`config.mk`:
```
export PLATFORM = sky130hd
export DESIGN_NAME = tcmc_channel
export DESIGN_NICKNAME = d
export VERILOG_FILES = /design/src/hw/tcmc_pkg.sv /design/src/hw/tcmc_edge_detect.sv /design/src/hw/tcmc_channel.sv
export VERILOG_INCLUDE_DIRS = /design/src /design/src/hw
export SDC_FILE = /design/constraint.sdc
export NUM_CORES = 1
export LEC_CHECK = 0
export BUFFER_PORTS_ARGS = -buffer_cell sky130_fd_sc_hd__buf_2
export CAP_MARGIN = 20
export CORE_AREA = 2 2 73 75
export CTS_CLUSTER_SIZE = 12
export DETAILED_ROUTE_END_ITERATION = 10
export DIE_AREA = 0 0 75 77
export PLACE_DENSITY_LB_ADDON = 0.3
export SLEW_MARGIN = 20
export SYNTH_ARGS = -nofsm -noshare
export SYNTH_HDL_FRONTEND = slang
export SYNTH_SLANG_ARGS = --single-unit
```
`constraint.sdc`:
```
create_clock -name sys_clk -period 2.9 [get_ports sys_clk]
set_input_delay 0.435 -clock sys_clk [delete_from_list [all_inputs] [get_ports sys_clk]]
set_output_delay 0.435 -clock sys_clk [all_outputs]
set_load 0.005 [all_outputs]
```
`src/hw/tcmc_params.svh`:
```
// constants for the timer channel mode control block
// Function
// - capture mode: an active edge on the channel input sets the event flag
// - compare and both PWM modes: a counter match with the channel value sets the flag
// - PWM at 0% or 100% duty never sets the flag, even on a match
// - interrupt request whenever event flag and interrupt enable are both 1
// - flag clears only after a read with flag set, then a write of 0
// - a new event during the clear sequence keeps the flag set
// - reset clears the flag; writing 1 to it does nothing
// - interrupt enable is read/write, gates requests, reads 0 after reset
// - center select clear and upper mode bit set gives edge-aligned PWM
// - with center select and upper bit clear, lower bit picks capture or compare
// - edge/level field 00 releases the channel pin in every mode
// - capture trigger: 01 rising, 10 falling, 11 either edge
// - compare action on match: 00 flag only, 01 toggle, 10 low, 11 high
// - edge-aligned PWM: 10 high-true clears on match, X1 low-true sets on match
// - center-aligned: 10 clears on up-count match, X1 sets on up-count match
// - module-wide center select 1 puts every channel in center-aligned PWM
// - channel value holds capture or compare value; reset clears it
`ifndef TCMC_PARAMS_SVH
`define TCMC_PARAMS_SVH

// ********************
// register map
// ********************
`define TCMC_ADDR_W        2
`define TCMC_OFS_SC        2'h0
`define TCMC_OFS_VAL_HIGH  2'h1
`define TCMC_OFS_VAL_LOW   2'h2

// ********************
// status and control fields
// ********************
`define TCMC_BIT_FLAG      7
`define TCMC_BIT_IRQ_EN    6
`define TCMC_BIT_MODE_UP   5
`define TCMC_BIT_MODE_LO   4
`define TCMC_BIT_ELS_UP    3
`define TCMC_BIT_ELS_LO    2

// ********************
// reset values and encodings
// ********************
`define TCMC_SC_RESET      8'h00
`define TCMC_VAL_RESET     16'h0000
`define TCMC_ELS_RELEASE   2'b00
`define TCMC_ELS_TOGGLE    2'b01
`define TCMC_ELS_LOW       2'b10
`define TCMC_ELS_HIGH      2'b11
`define TCMC_CNT_FREE_MOD  16'hFFFF
`define TCMC_CNT_START     16'h0000

// ********************
// timing: pin must be quiet this many bus clocks before capture mode
// ********************
`define TCMC_PIN_STABLE_CYC 2

`endif

```
`src/hw/tcmc_pkg.sv`:
```
// types shared by the timer channel mode control block
package tcmc_pkg;

  // channel operating mode decoded from the mode bits and center select
  typedef enum logic [1:0] {
    TCMC_MODE_CAPTURE,
    TCMC_MODE_COMPARE,
    TCMC_MODE_EDGE_PWM,
    TCMC_MODE_CENTER_PWM
  } tcmc_mode_e;

  typedef logic [15:0] tcmc_count_t;

endpackage : tcmc_pkg

```
`src/hw/tcmc_edge_detect.sv`:
```
// two-stage pin synchroniser with rising and falling edge pulses
`timescale 1ns/1ps
`default_nettype none

module tcmc_edge_detect (
  input  wire logic sys_clk,
  input  wire logic reset,
  input  wire logic pinAsync,
  output logic      risingPulse,
  output logic      fallingPulse
);

  logic meta_q;
  logic sync_q;
  logic last_q;

  // the first stage feeds only the second; edges are taken after both
  always_ff @(posedge sys_clk) begin
    if (reset) begin
      meta_q <= 1'b0;
      sync_q <= 1'b0;
      last_q <= 1'b0;
    end else begin
      meta_q <= pinAsync;
      sync_q <= meta_q;
      last_q <= sync_q;
    end
  end

  // one-cycle pulses on each synchronised transition
  assign risingPulse  = sync_q & ~last_q;
  assign fallingPulse = ~sync_q & last_q;

endmodule : tcmc_edge_detect

`default_nettype wire

```
`src/hw/tcmc_channel.sv`:
```
// timer channel: mode decode, capture, compare and PWM pin logic, event flag
//
// The register addresses and strobed register access were left to the implementer.
`timescale 1ns/1ps
`include "tcmc_params.svh"
`default_nettype none

module tcmc_channel (
  input  wire logic                    sys_clk,
  input  wire logic                    reset,
  input  wire logic [`TCMC_ADDR_W-1:0] regAddr,
  input  wire logic [7:0]              regWrData,
  input  wire logic                    regWrEn,
  input  wire logic                    regRdEn,
  output logic      [7:0]              regRdData,
  input  wire tcmc_pkg::tcmc_count_t   counterValue,
  input  wire logic                    counterTick,
  input  wire logic                    countingUp,
  input  wire tcmc_pkg::tcmc_count_t   counterModulo,
  input  wire logic                    centerAlignedSelect,
  input  wire logic                    chanPinIn,
  output logic                         chanPinOut,
  output logic                         chanPinOe_n,
  output logic                         chanIrq,
  output tcmc_pkg::tcmc_mode_e         chanMode,
  output tcmc_pkg::tcmc_count_t        chanValue
);
  import tcmc_pkg::*;

  // ********************
  // state
  // ********************
  logic        flag_q;
  logic        flag_d;
  logic        armed_q;
  logic        armed_d;
  logic        irqEn_q;
  logic        modeUp_q;
  logic        modeLo_q;
  logic [1:0]  els_q;
  tcmc_count_t value_q;
  tcmc_count_t value_d;
  logic        pin_q;
  logic        pin_d;
  logic [7:0]  rdData_q;

  // ********************
  // bus decode
  // ********************
  wire selSc   = (regAddr == `TCMC_OFS_SC);
  wire selHigh = (regAddr == `TCMC_OFS_VAL_HIGH);
  wire selLow  = (regAddr == `TCMC_OFS_VAL_LOW);
  wire wrSc    = regWrEn & selSc;
  wire rdSc    = regRdEn & selSc;
  wire wrFlagZero = wrSc & ~regWrData[`TCMC_BIT_FLAG];

  // ********************
  // mode decode
  // ********************
  // center select overrides the channel bits for the whole module
  tcmc_mode_e mode;
  assign mode = centerAlignedSelect ? TCMC_MODE_CENTER_PWM :
                modeUp_q            ? TCMC_MODE_EDGE_PWM :
                modeLo_q            ? TCMC_MODE_COMPARE :
                                      TCMC_MODE_CAPTURE;
  wire isCapture = (mode == TCMC_MODE_CAPTURE);
  wire isCompare = (mode == TCMC_MODE_COMPARE);
  wire isPwm     = (mode == TCMC_MODE_EDGE_PWM) | (mode == TCMC_MODE_CENTER_PWM);
  wire highTrue  = (els_q == `TCMC_ELS_LOW);

  // ********************
  // input edges
  // ********************
  logic pinRise;
  logic pinFall;

  // the synchroniser adds latency, so a pin that moved within the last two
  // clocks can still show an edge right after the switch into capture mode
  tcmc_edge_detect u_edge (
    .sys_clk      (sys_clk),
    .reset        (reset),
    .pinAsync     (chanPinIn),
    .risingPulse  (pinRise),
    .fallingPulse (pinFall)
  );

  // capture trigger from the edge/level field; 00 captures nothing
  wire captureEvent = isCapture &
                      ((els_q[0] & pinRise) | (els_q[1] & pinFall));

  // ********************
  // compare match and duty extremes
  // ********************
  wire         counterAtValue = (counterValue == value_q);
  wire         matchEvent     = counterTick & counterAtValue & ~isCapture;
  wire         periodStart    = counterTick & (counterValue == `TCMC_CNT_START);
  tcmc_count_t effModulo;
  assign effModulo = (counterModulo == `TCMC_CNT_START) ? `TCMC_CNT_FREE_MOD : counterModulo;
  // value 0 gives 0% and a value past the top count gives 100%
  wire dutyExtreme = (value_q == `TCMC_CNT_START) | (value_q > effModulo);

  // one event source per mode; extremes of PWM are silent
  wire flagEvent = captureEvent |
                   (matchEvent & ~(isPwm & dutyExtreme));

  // ********************
  // event flag and clear sequence
  // ********************
  // a fresh event both keeps the flag and restarts the sequence, so a
  // request that lands during the clear is never lost
  always_comb begin
    flag_d  = flag_q;
    armed_d = armed_q;
    if (flagEvent) begin
      flag_d  = 1'b1;
      armed_d = 1'b0;
    end else begin
      if (wrFlagZero & armed_q) begin
        flag_d = 1'b0;
      end
      if (rdSc & flag_q) begin
        armed_d = 1'b1;
      end else if (wrSc) begin
        armed_d = 1'b0;
      end
    end
  end

  always_ff @(posedge sys_clk) begin
    if (reset) begin
      flag_q  <= 1'b0;
      armed_q <= 1'b0;
    end else begin
      flag_q  <= flag_d;
      armed_q <= armed_d;
    end
  end

  // ********************
  // control bits
  // ********************
  wire [7:0] scReset = `TCMC_SC_RESET;

  // polling is the default after reset
  always_ff @(posedge sys_clk) begin
    if (reset) begin
      irqEn_q  <= scReset[`TCMC_BIT_IRQ_EN];
      modeUp_q <= 1'b0;
      modeLo_q <= 1'b0;
      els_q    <= `TCMC_ELS_RELEASE;
    end else if (wrSc) begin
      irqEn_q  <= regWrData[`TCMC_BIT_IRQ_EN];
      modeUp_q <= regWrData[`TCMC_BIT_MODE_UP];
      modeLo_q <= regWrData[`TCMC_BIT_MODE_LO];
      els_q    <= regWrData[`TCMC_BIT_ELS_UP:`TCMC_BIT_ELS_LO];
    end
  end

  // ********************
  // channel value
  // ********************
  // capture overrides writes; writes are ignored while capturing
  always_comb begin
    value_d = value_q;
    if (captureEvent) begin
      value_d = counterValue;
    end else if (regWrEn & ~isCapture & selHigh) begin
      value_d = {regWrData, value_q[7:0]};
    end else if (regWrEn & ~isCapture & selLow) begin
      value_d = {value_q[15:8], regWrData};
    end
  end

  always_ff @(posedge sys_clk) begin
    if (reset) begin
      value_q <= `TCMC_VAL_RESET;
    end else begin
      value_q <= value_d;
    end
  end

  // ********************
  // pin output level
  // ********************
  // a period start and a match in the same tick resolve to the match, so
  // value 0 holds a high-true output low for the whole period
  always_comb begin
    pin_d = pin_q;
    unique case (mode)
      TCMC_MODE_CAPTURE: begin
        pin_d = pin_q;
      end
      TCMC_MODE_COMPARE: begin
        if (matchEvent) begin
          unique case (els_q)
            `TCMC_ELS_RELEASE: pin_d = pin_q;
            `TCMC_ELS_TOGGLE:  pin_d = ~pin_q;
            `TCMC_ELS_LOW:     pin_d = 1'b0;
            `TCMC_ELS_HIGH:    pin_d = 1'b1;
          endcase
        end
      end
      TCMC_MODE_EDGE_PWM: begin
        if (matchEvent) begin
          pin_d = ~highTrue;
        end else if (periodStart) begin
          pin_d = highTrue;
        end
      end
      TCMC_MODE_CENTER_PWM: begin
        if (matchEvent) begin
          pin_d = countingUp ? ~highTrue : highTrue;
        end
      end
    endcase
  end

  always_ff @(posedge sys_clk) begin
    if (reset) begin
      pin_q <= 1'b0;
    end else begin
      pin_q <= pin_d;
    end
  end

  // ********************
  // read port
  // ********************
  // data stands only in the cycle after the strobe; unmapped reads give zero
  wire [7:0] scView = {flag_q, irqEn_q, modeUp_q, modeLo_q, els_q, 2'b00};
  wire [7:0] rdMux  = selSc   ? scView :
                      selHigh ? value_q[15:8] :
                      selLow  ? value_q[7:0] : 8'h00;

  always_ff @(posedge sys_clk) begin
    if (reset) begin
      rdData_q <= 8'h00;
    end else begin
      rdData_q <= regRdEn ? rdMux : 8'h00;
    end
  end

  // ********************
  // outputs
  // ********************
  // capture mode listens to the pin, so it never drives it
  assign chanPinOe_n = (els_q == `TCMC_ELS_RELEASE) | isCapture;
  assign chanPinOut  = pin_q;
  assign chanIrq     = flag_q & irqEn_q;
  assign chanMode    = mode;
  assign chanValue   = value_q;
  assign regRdData   = rdData_q;
endmodule : tcmc_channel

`default_nettype wire

```
# Yosys cells after proc, flatten, opt, wreduce, memory -nomap -nowiden
# Index checks and enable logic that the tools add are counted.
# Widths: inputs -> output; s select.
dict set report totals {
  wordCells 97
  output_inout_bits 29
  ff_bits 35
}
dict set report op_classes {
  n_reduce_logical 15
  muxes 21
  n_bitwise 32
  magnitude_cmp 1
  n_eq_ne 14
}
# cell count
set op_table {}
lappend op_table {{$logic_not 16->1} 3}
lappend op_table {{$mux 16} 3}
lappend op_table {{$mux 8} 4}
lappend op_table {{$and 1x1->1} 19}
lappend op_table {{$eq 16x16->1} 1}
lappend op_table {{$gt 16x16->1} 1}
lappend op_table {{$eq 2x2->1 const B} 5}
lappend op_table {{$mux 1} 10}
lappend op_table {{$not 1->1} 8}
lappend op_table {{$reduce_bool 2->1} 4}
lappend op_table {{$eq 2x1->1 const B} 3}
lappend op_table {{$logic_not 2->1} 3}
lappend op_table {{$ne 2x2->1 const B} 3}
lappend op_table {{$pmux 1 s3} 2}
lappend op_table {{$or 1x1->1} 5}
lappend op_table {{$reduce_and 5->1} 1}
lappend op_table {{$mux 2} 2}
lappend op_table {{$reduce_or 2->1} 2}
lappend op_table {{$ne 3x3->1 const B} 1}
lappend op_table {{$reduce_or 3->1} 1}
lappend op_table {{$ne 2x1->1 const B} 1}
lappend op_table {{$reduce_and 2->1} 1}

# Depth between registers and ports, before layout
dict set report depth {
  ltp_word 10
  mapped_depth 12
}

# Cells and area by module
# From an unflattened synthesis, not the netlist that was laid out.
dict set report hier_totals {
  cells_unflattened 299
  hier_area_um2 2361.0
}
# mod area_per_inst_um2 cells_per_inst instances
set modules_own_cells {}
lappend modules_own_cells {tcmc_channel 2269.7 291 1}
lappend modules_own_cells {tcmc_edge_detect 91.3 8 1}

# Worst setup path before layout
# Ideal clock, no wire load.
dict set report synth_path {
  path_type {input to register}
  startpoint {in counterModulo[3]}
  endpoint {reg flag_q}
  path_stages 12
  t_required_ns 2.785
  setup_time_ns 0.115
  slack_ns 0.158
  arrival_ns 2.627
  n_path_buf 2
  cell_sequence {nor4_1 -> and4_1 -> clkbuf_1 -> clkbuf_1 -> nor2_1 -> ha_1 -> nand4_1 -> nor4_1 -> o21ai_0 -> o211ai_1 -> a211oi_1 -> o21ba_2}
}
dict set report synth_via {
  elab_chain_cells 9
  elab_cells_between_ends 10
}
# element line_no
set synth_lines {}
lappend synth_lines {{start: declaration} tcmc_channel.sv:19} ;# input wire tcmc_pkg::tcmc_count_t counterModulo,
lappend synth_lines {{$logic_not 16->1 (no line)} n/a}
lappend synth_lines {{$mux 16 (*)} tcmc_channel.sv:98} ;# assign effModulo = (counterModulo == `TCMC_CNT_START) ? `TCMC_CNT_FREE_MOD : counterModulo;
lappend synth_lines {{$gt 16x16->1 (*)} tcmc_channel.sv:100} ;# wire dutyExtreme = (value_q == `TCMC_CNT_START) | (value_q > effModulo);
lappend synth_lines {{$or 1x1->1 (*)} tcmc_channel.sv:100}
lappend synth_lines {{$and 1x1->1 (*)} tcmc_channel.sv:104} ;# (matchEvent & ~(isPwm & dutyExtreme));
lappend synth_lines {{$not 1->1 (*)} tcmc_channel.sv:104}
lappend synth_lines {{$and 1x1->1 (*)} tcmc_channel.sv:104}
lappend synth_lines {{$or 1x1->1 (*)} tcmc_channel.sv:103} ;# wire flagEvent = captureEvent |
lappend synth_lines {{$mux 1 or $reduce_bool 2->1 (tied branches)} n/a}
lappend synth_lines {{end signal: assignment} tcmc_channel.sv:134} ;# flag_q <= flag_d;
lappend synth_lines {{end: declaration} tcmc_channel.sv:33} ;# logic flag_q;
# Every way passes the cells marked *; elsewhere a longest branch is shown, timed or not.
# A chain may end at the register's enable or synchronous reset.

# Worst setup path after layout
dict set report layout_path {
  startpoint {in counterModulo[11]}
  endpoint {reg flag_q}
}
# The elaborated chain is that of the path after synthesis.

==> key figures <==
Run status
  – Status: finished, final reports clean

Finish
  – Most frequent cells in the layout: 78 x buf_2, 40 x nor2_1, 35 x dfxtp_1
  – Fill cell count: 480
  – Final Instance Count excl. Fillers: roughly 430
  – Commonest non-fill, non-tap cell in the layout: buf_2
  – Reg area: 701 um^2
  – Area of the multi-input gates: 1640 um^2
  – Antenna Cells: 0
  – Layout cell share with drive strength beyond 1: 33.2%
  – Fin nets: approximately 420
  – Layout Area Growth over Synthesis: 19.7%

Route
  – Vias per cell: 5.62
  – WL final: 7030 um
  – Post-route DRC: 0
  – Wire per inst: 16.4 um
  – Antenna Nets Post-Route: 0
  – Vias: around 2400
  – Iter 0 DRT Violations: 157
  – DRT Pass-1 Iters: 4

Synthesis
  – Synth Warn #: 0
  – Yosys cell types: 49
  – Syn_area_per_cell: 8.74 um^2
  – Register area share after synthesis: 28.1%
  – Synth Area in Compound Gates: around 20%
  – Simple-gate share of the synthesized area: a little over a quarter
  – Post-Synth XOR/XNOR Area: 5.63%
  – Synth Cell Area: 2490 um^2
  – Largest family of logic cells by synthesized area: simple AND/OR/NAND/NOR gates
  – Mux cell area share after synthesis: 4.82%
  – Synth Area in Adders: 8.04%
  – Synth Net Count: 351
  – Seq cells post-synth: 35
  – Post-Syn Instances: 285

GRT
  – Global Route Usage Sum: 25.3%
  – Vias in the first global route: ~2300
  – Grt total ovfl: 0
  – Initial antenna violation count: 0
  – First-pass GRT wire length: between 10000 and 15000 um
  – Largest net degree at the start of global routing: 29

Min path
  – Worst Hold Class: in -> reg
  – Worst hold start: chanPinIn
  – Hold Crit Endpoint: u_edge.meta_q
  – Worst hold path depth: 2

Floorplan
  – Core area: approximately 5000 um^2
  – I/O pin cnt: 79
  – Initial core utilization: 50.1%
  – Die width: 75 um
  – Core Rows: 26
  – Die area: just under 6000 um^2
  – Chip Height: 77 um

Power
  – Static leakage: 1.29 nW
  – Pwr dens: 404 nW/um^2
  – Maximum VDD drop: 0.270 mV

Placed design
  – PortBufs: 78
  – Post-place setup slack: -0.0642 ns
  – Gpl congestion: 0.927
  – DP HPWL: 5430 um
  – Placed Cells: 420

Timing
  – Final WS setup: 0.295 ns
  – Rel. slew slack: 58.6%
  – Final hold violations: 0
  – Final setup violation count: 0
  – Fmax: 0.384 GHz
  – Layout Skew: 0.00448 ns
  – Tmin final: 2.60 ns
  – RSZ-0062 raised after global routing: no
  – Final count of pins violating max slew: 0
  – Period utilization: 89.8%
  – Slew @ Worst Pin: 0.621 ns

Clocking
  – Max Buffers Root-to-Sink: 2
  – Setup Buffers After CTS: 0
  – Worst-path clk slew: 0.08 ns
  – CTS Root Cell: clkbuf_8
  – Num CTS Buffers: 5
  – Clk Latency, worst-skew pair: 0.30 ns
  – CTS tree: built
  – H-Tree Depth: 2
  – Post-cts sizing count: 0
  – Post-CTS Hold Buffers: 0
  – Sink Count: 35

Critical path
  – Worst R2R Start: chanValue[14]
  – CP Class: in -> reg
  – R2R setup slack: between 0.9 and 1 ns
  – Req. time, crit path: 3.09 ns
  – Data arrival, critical path: approximately 2.8 ns
  – Setup crit end kind: flip-flop
  – Critical path, cell by cell: buf_2, nor4_1, and4_1, nor2_1, ha_1, nand4_1, nor4_1, o21ai_0, o211ai_1, a211oi_1, o21ba_2
  – RR Endpoint: flag_q
  – Worst Reg-to-Reg Cells: 7
  – CP max-delay cell: and4_1
  – Worst Setup SP: counterModulo[11]
  – Crit Path Max Fanout: 10
  – Most frequent CP cell: nor4_1
  – CP peak stage delay: 0.44 ns
  – Critical Path Start Type: input port

Job
  – Max Cap Viol: 0
## power by group
group | switching [mW] | internal [mW] | total, mW
Clock | 0.191 | 0.283 | 0.474
Sequential | 0.0258 | 0.494 | 0.520
Combinational | 0.114 | 0.0969 | 0.211
Total | 0.331 | 0.873 | 1.20
## cell usage after synthesis, drive strengths merged
cell type | n | share of area (%)
a211oi | 3 | 1.1
a21o | 8 | 2.4
a21oi | 24 | 6.3
a221oi | 8 | 3.8
a22oi | 9 | 2.7
a31oi | 2 | 1.1
a32oi | 2 | 0.70
and2 | 2 | 0.50
and3 | 2 | 0.70
and4 | 1 | 0.35
buf | 10 | 4.3
clkbuf | 6 | 0.90
dfxtp | 35 | 28
ha | 16 | 8.0
inv | 6 | 0.90
mux2i | 12 | 4.8
nand2 | 16 | 3.1
nand2b | 4 | 1.0
nand3 | 3 | 0.60
nand3b | 4 | 1.2
nand4 | 5 | 1.3
nor2 | 41 | 6.8
nor2b | 13 | 3.6
nor3 | 11 | 2.8
nor4 | 13 | 3.3
nor4b | 1 | 0.35
o211a | 1 | 0.40
o211ai | 1 | 0.30
o21a | 1 | 0.30
o21ai | 4 | 0.80
o21ba | 1 | 0.40
or2 | 1 | 0.25
or3 | 1 | 0.45
or4 | 2 | 0.60
xnor2 | 15 | 5.3
xor2 | 1 | 0.35
## through the flow
step	utilization, %	setup TNS, ns	total power, mW	cell area (um^2)	hold slack, ns
6_report	59.9	0	1.20	2980	0.342
5_1_grt	59.9	0	1.26	2980	0.353
3_5_place_dp	57.5	-0.121	0.739	2860	0.425
2_1_floorplan	-	0	0.653	2490	0.414
4_1_cts	59.9	0	1.21	2980	0.338
3_3_place_gp	57.5	0	0.736	2860	0.416
## registers in the layout (all words and copies together), names as in the netlist
| signal | flops |
|---|---|
| irqEn_q | 1 |
| els_q | 2 |
| u_edge.meta_q | 1 |
| u_edge.last_q | 1 |
| u_edge.sync_q | 1 |
| regRdData | 8 |
| modeUp_q | 1 |
| chanValue | 16 |
| modeLo_q | 1 |
| chanPinOut | 1 |
| flag_q | 1 |
| armed_q | 1 |
## kinds of logic (layout without fill, tap and decap cells)
| kind of cell | after synthesis | count (layout) |
|---|---|---|
| simple gates | 120 | 120 |
| compound gates | 64 | 64 |
| flops | 35 | 35 |
| buf+inv | 22 | 95 |
| fa+ha+maj | 16 | 16 |
| xor+xnor | 16 | 16 |
| mux | 12 | 12 |
## per-layer routing
| layer | global-route usage, % | routed length (um) | share of wire [%] |
|---|---|---|---|
| met1 | 34.0 | 3070 | 44 |
| met2 | 41.8 | 3410 | 48 |
| met3 | 3.94 | 482 | 6.9 |
| met4 | 6.43 | 73 | 1.0 |
| met5 | 0 | 0 | 0 |
## cell type report
cell class	instances	share of cell area, %
Tap cell	70	2.94
Clock inverter	2	1.30
Sequential cell	35	23.5
Clock buffer	6	2.77
Multi-Input combinational cell	228	54.9
Inverter	6	0.755
Timing Repair Buffer	81	13.8
## how the worst max path moves through the flow
stage / to / slack (ns)
3_5_place_dp: armed_q / -0.06
5_1_grt: armed_q / 0.03
3_3_place_gp: armed_q / 0.008
2_1_floorplan: flag_q / 0.16
4_1_cts: flag_q / 0.26
6_report: flag_q / 0.30
## critical path, delay by kind of cell
family / cells / cell delay (ns)
compound gates: 4 / 0.58
fa+ha+maj: 1 / 0.30
buf+inv: 1 / 0.10
simple gates: 5 / 1.36
Power figures use the tool's default switching activity.
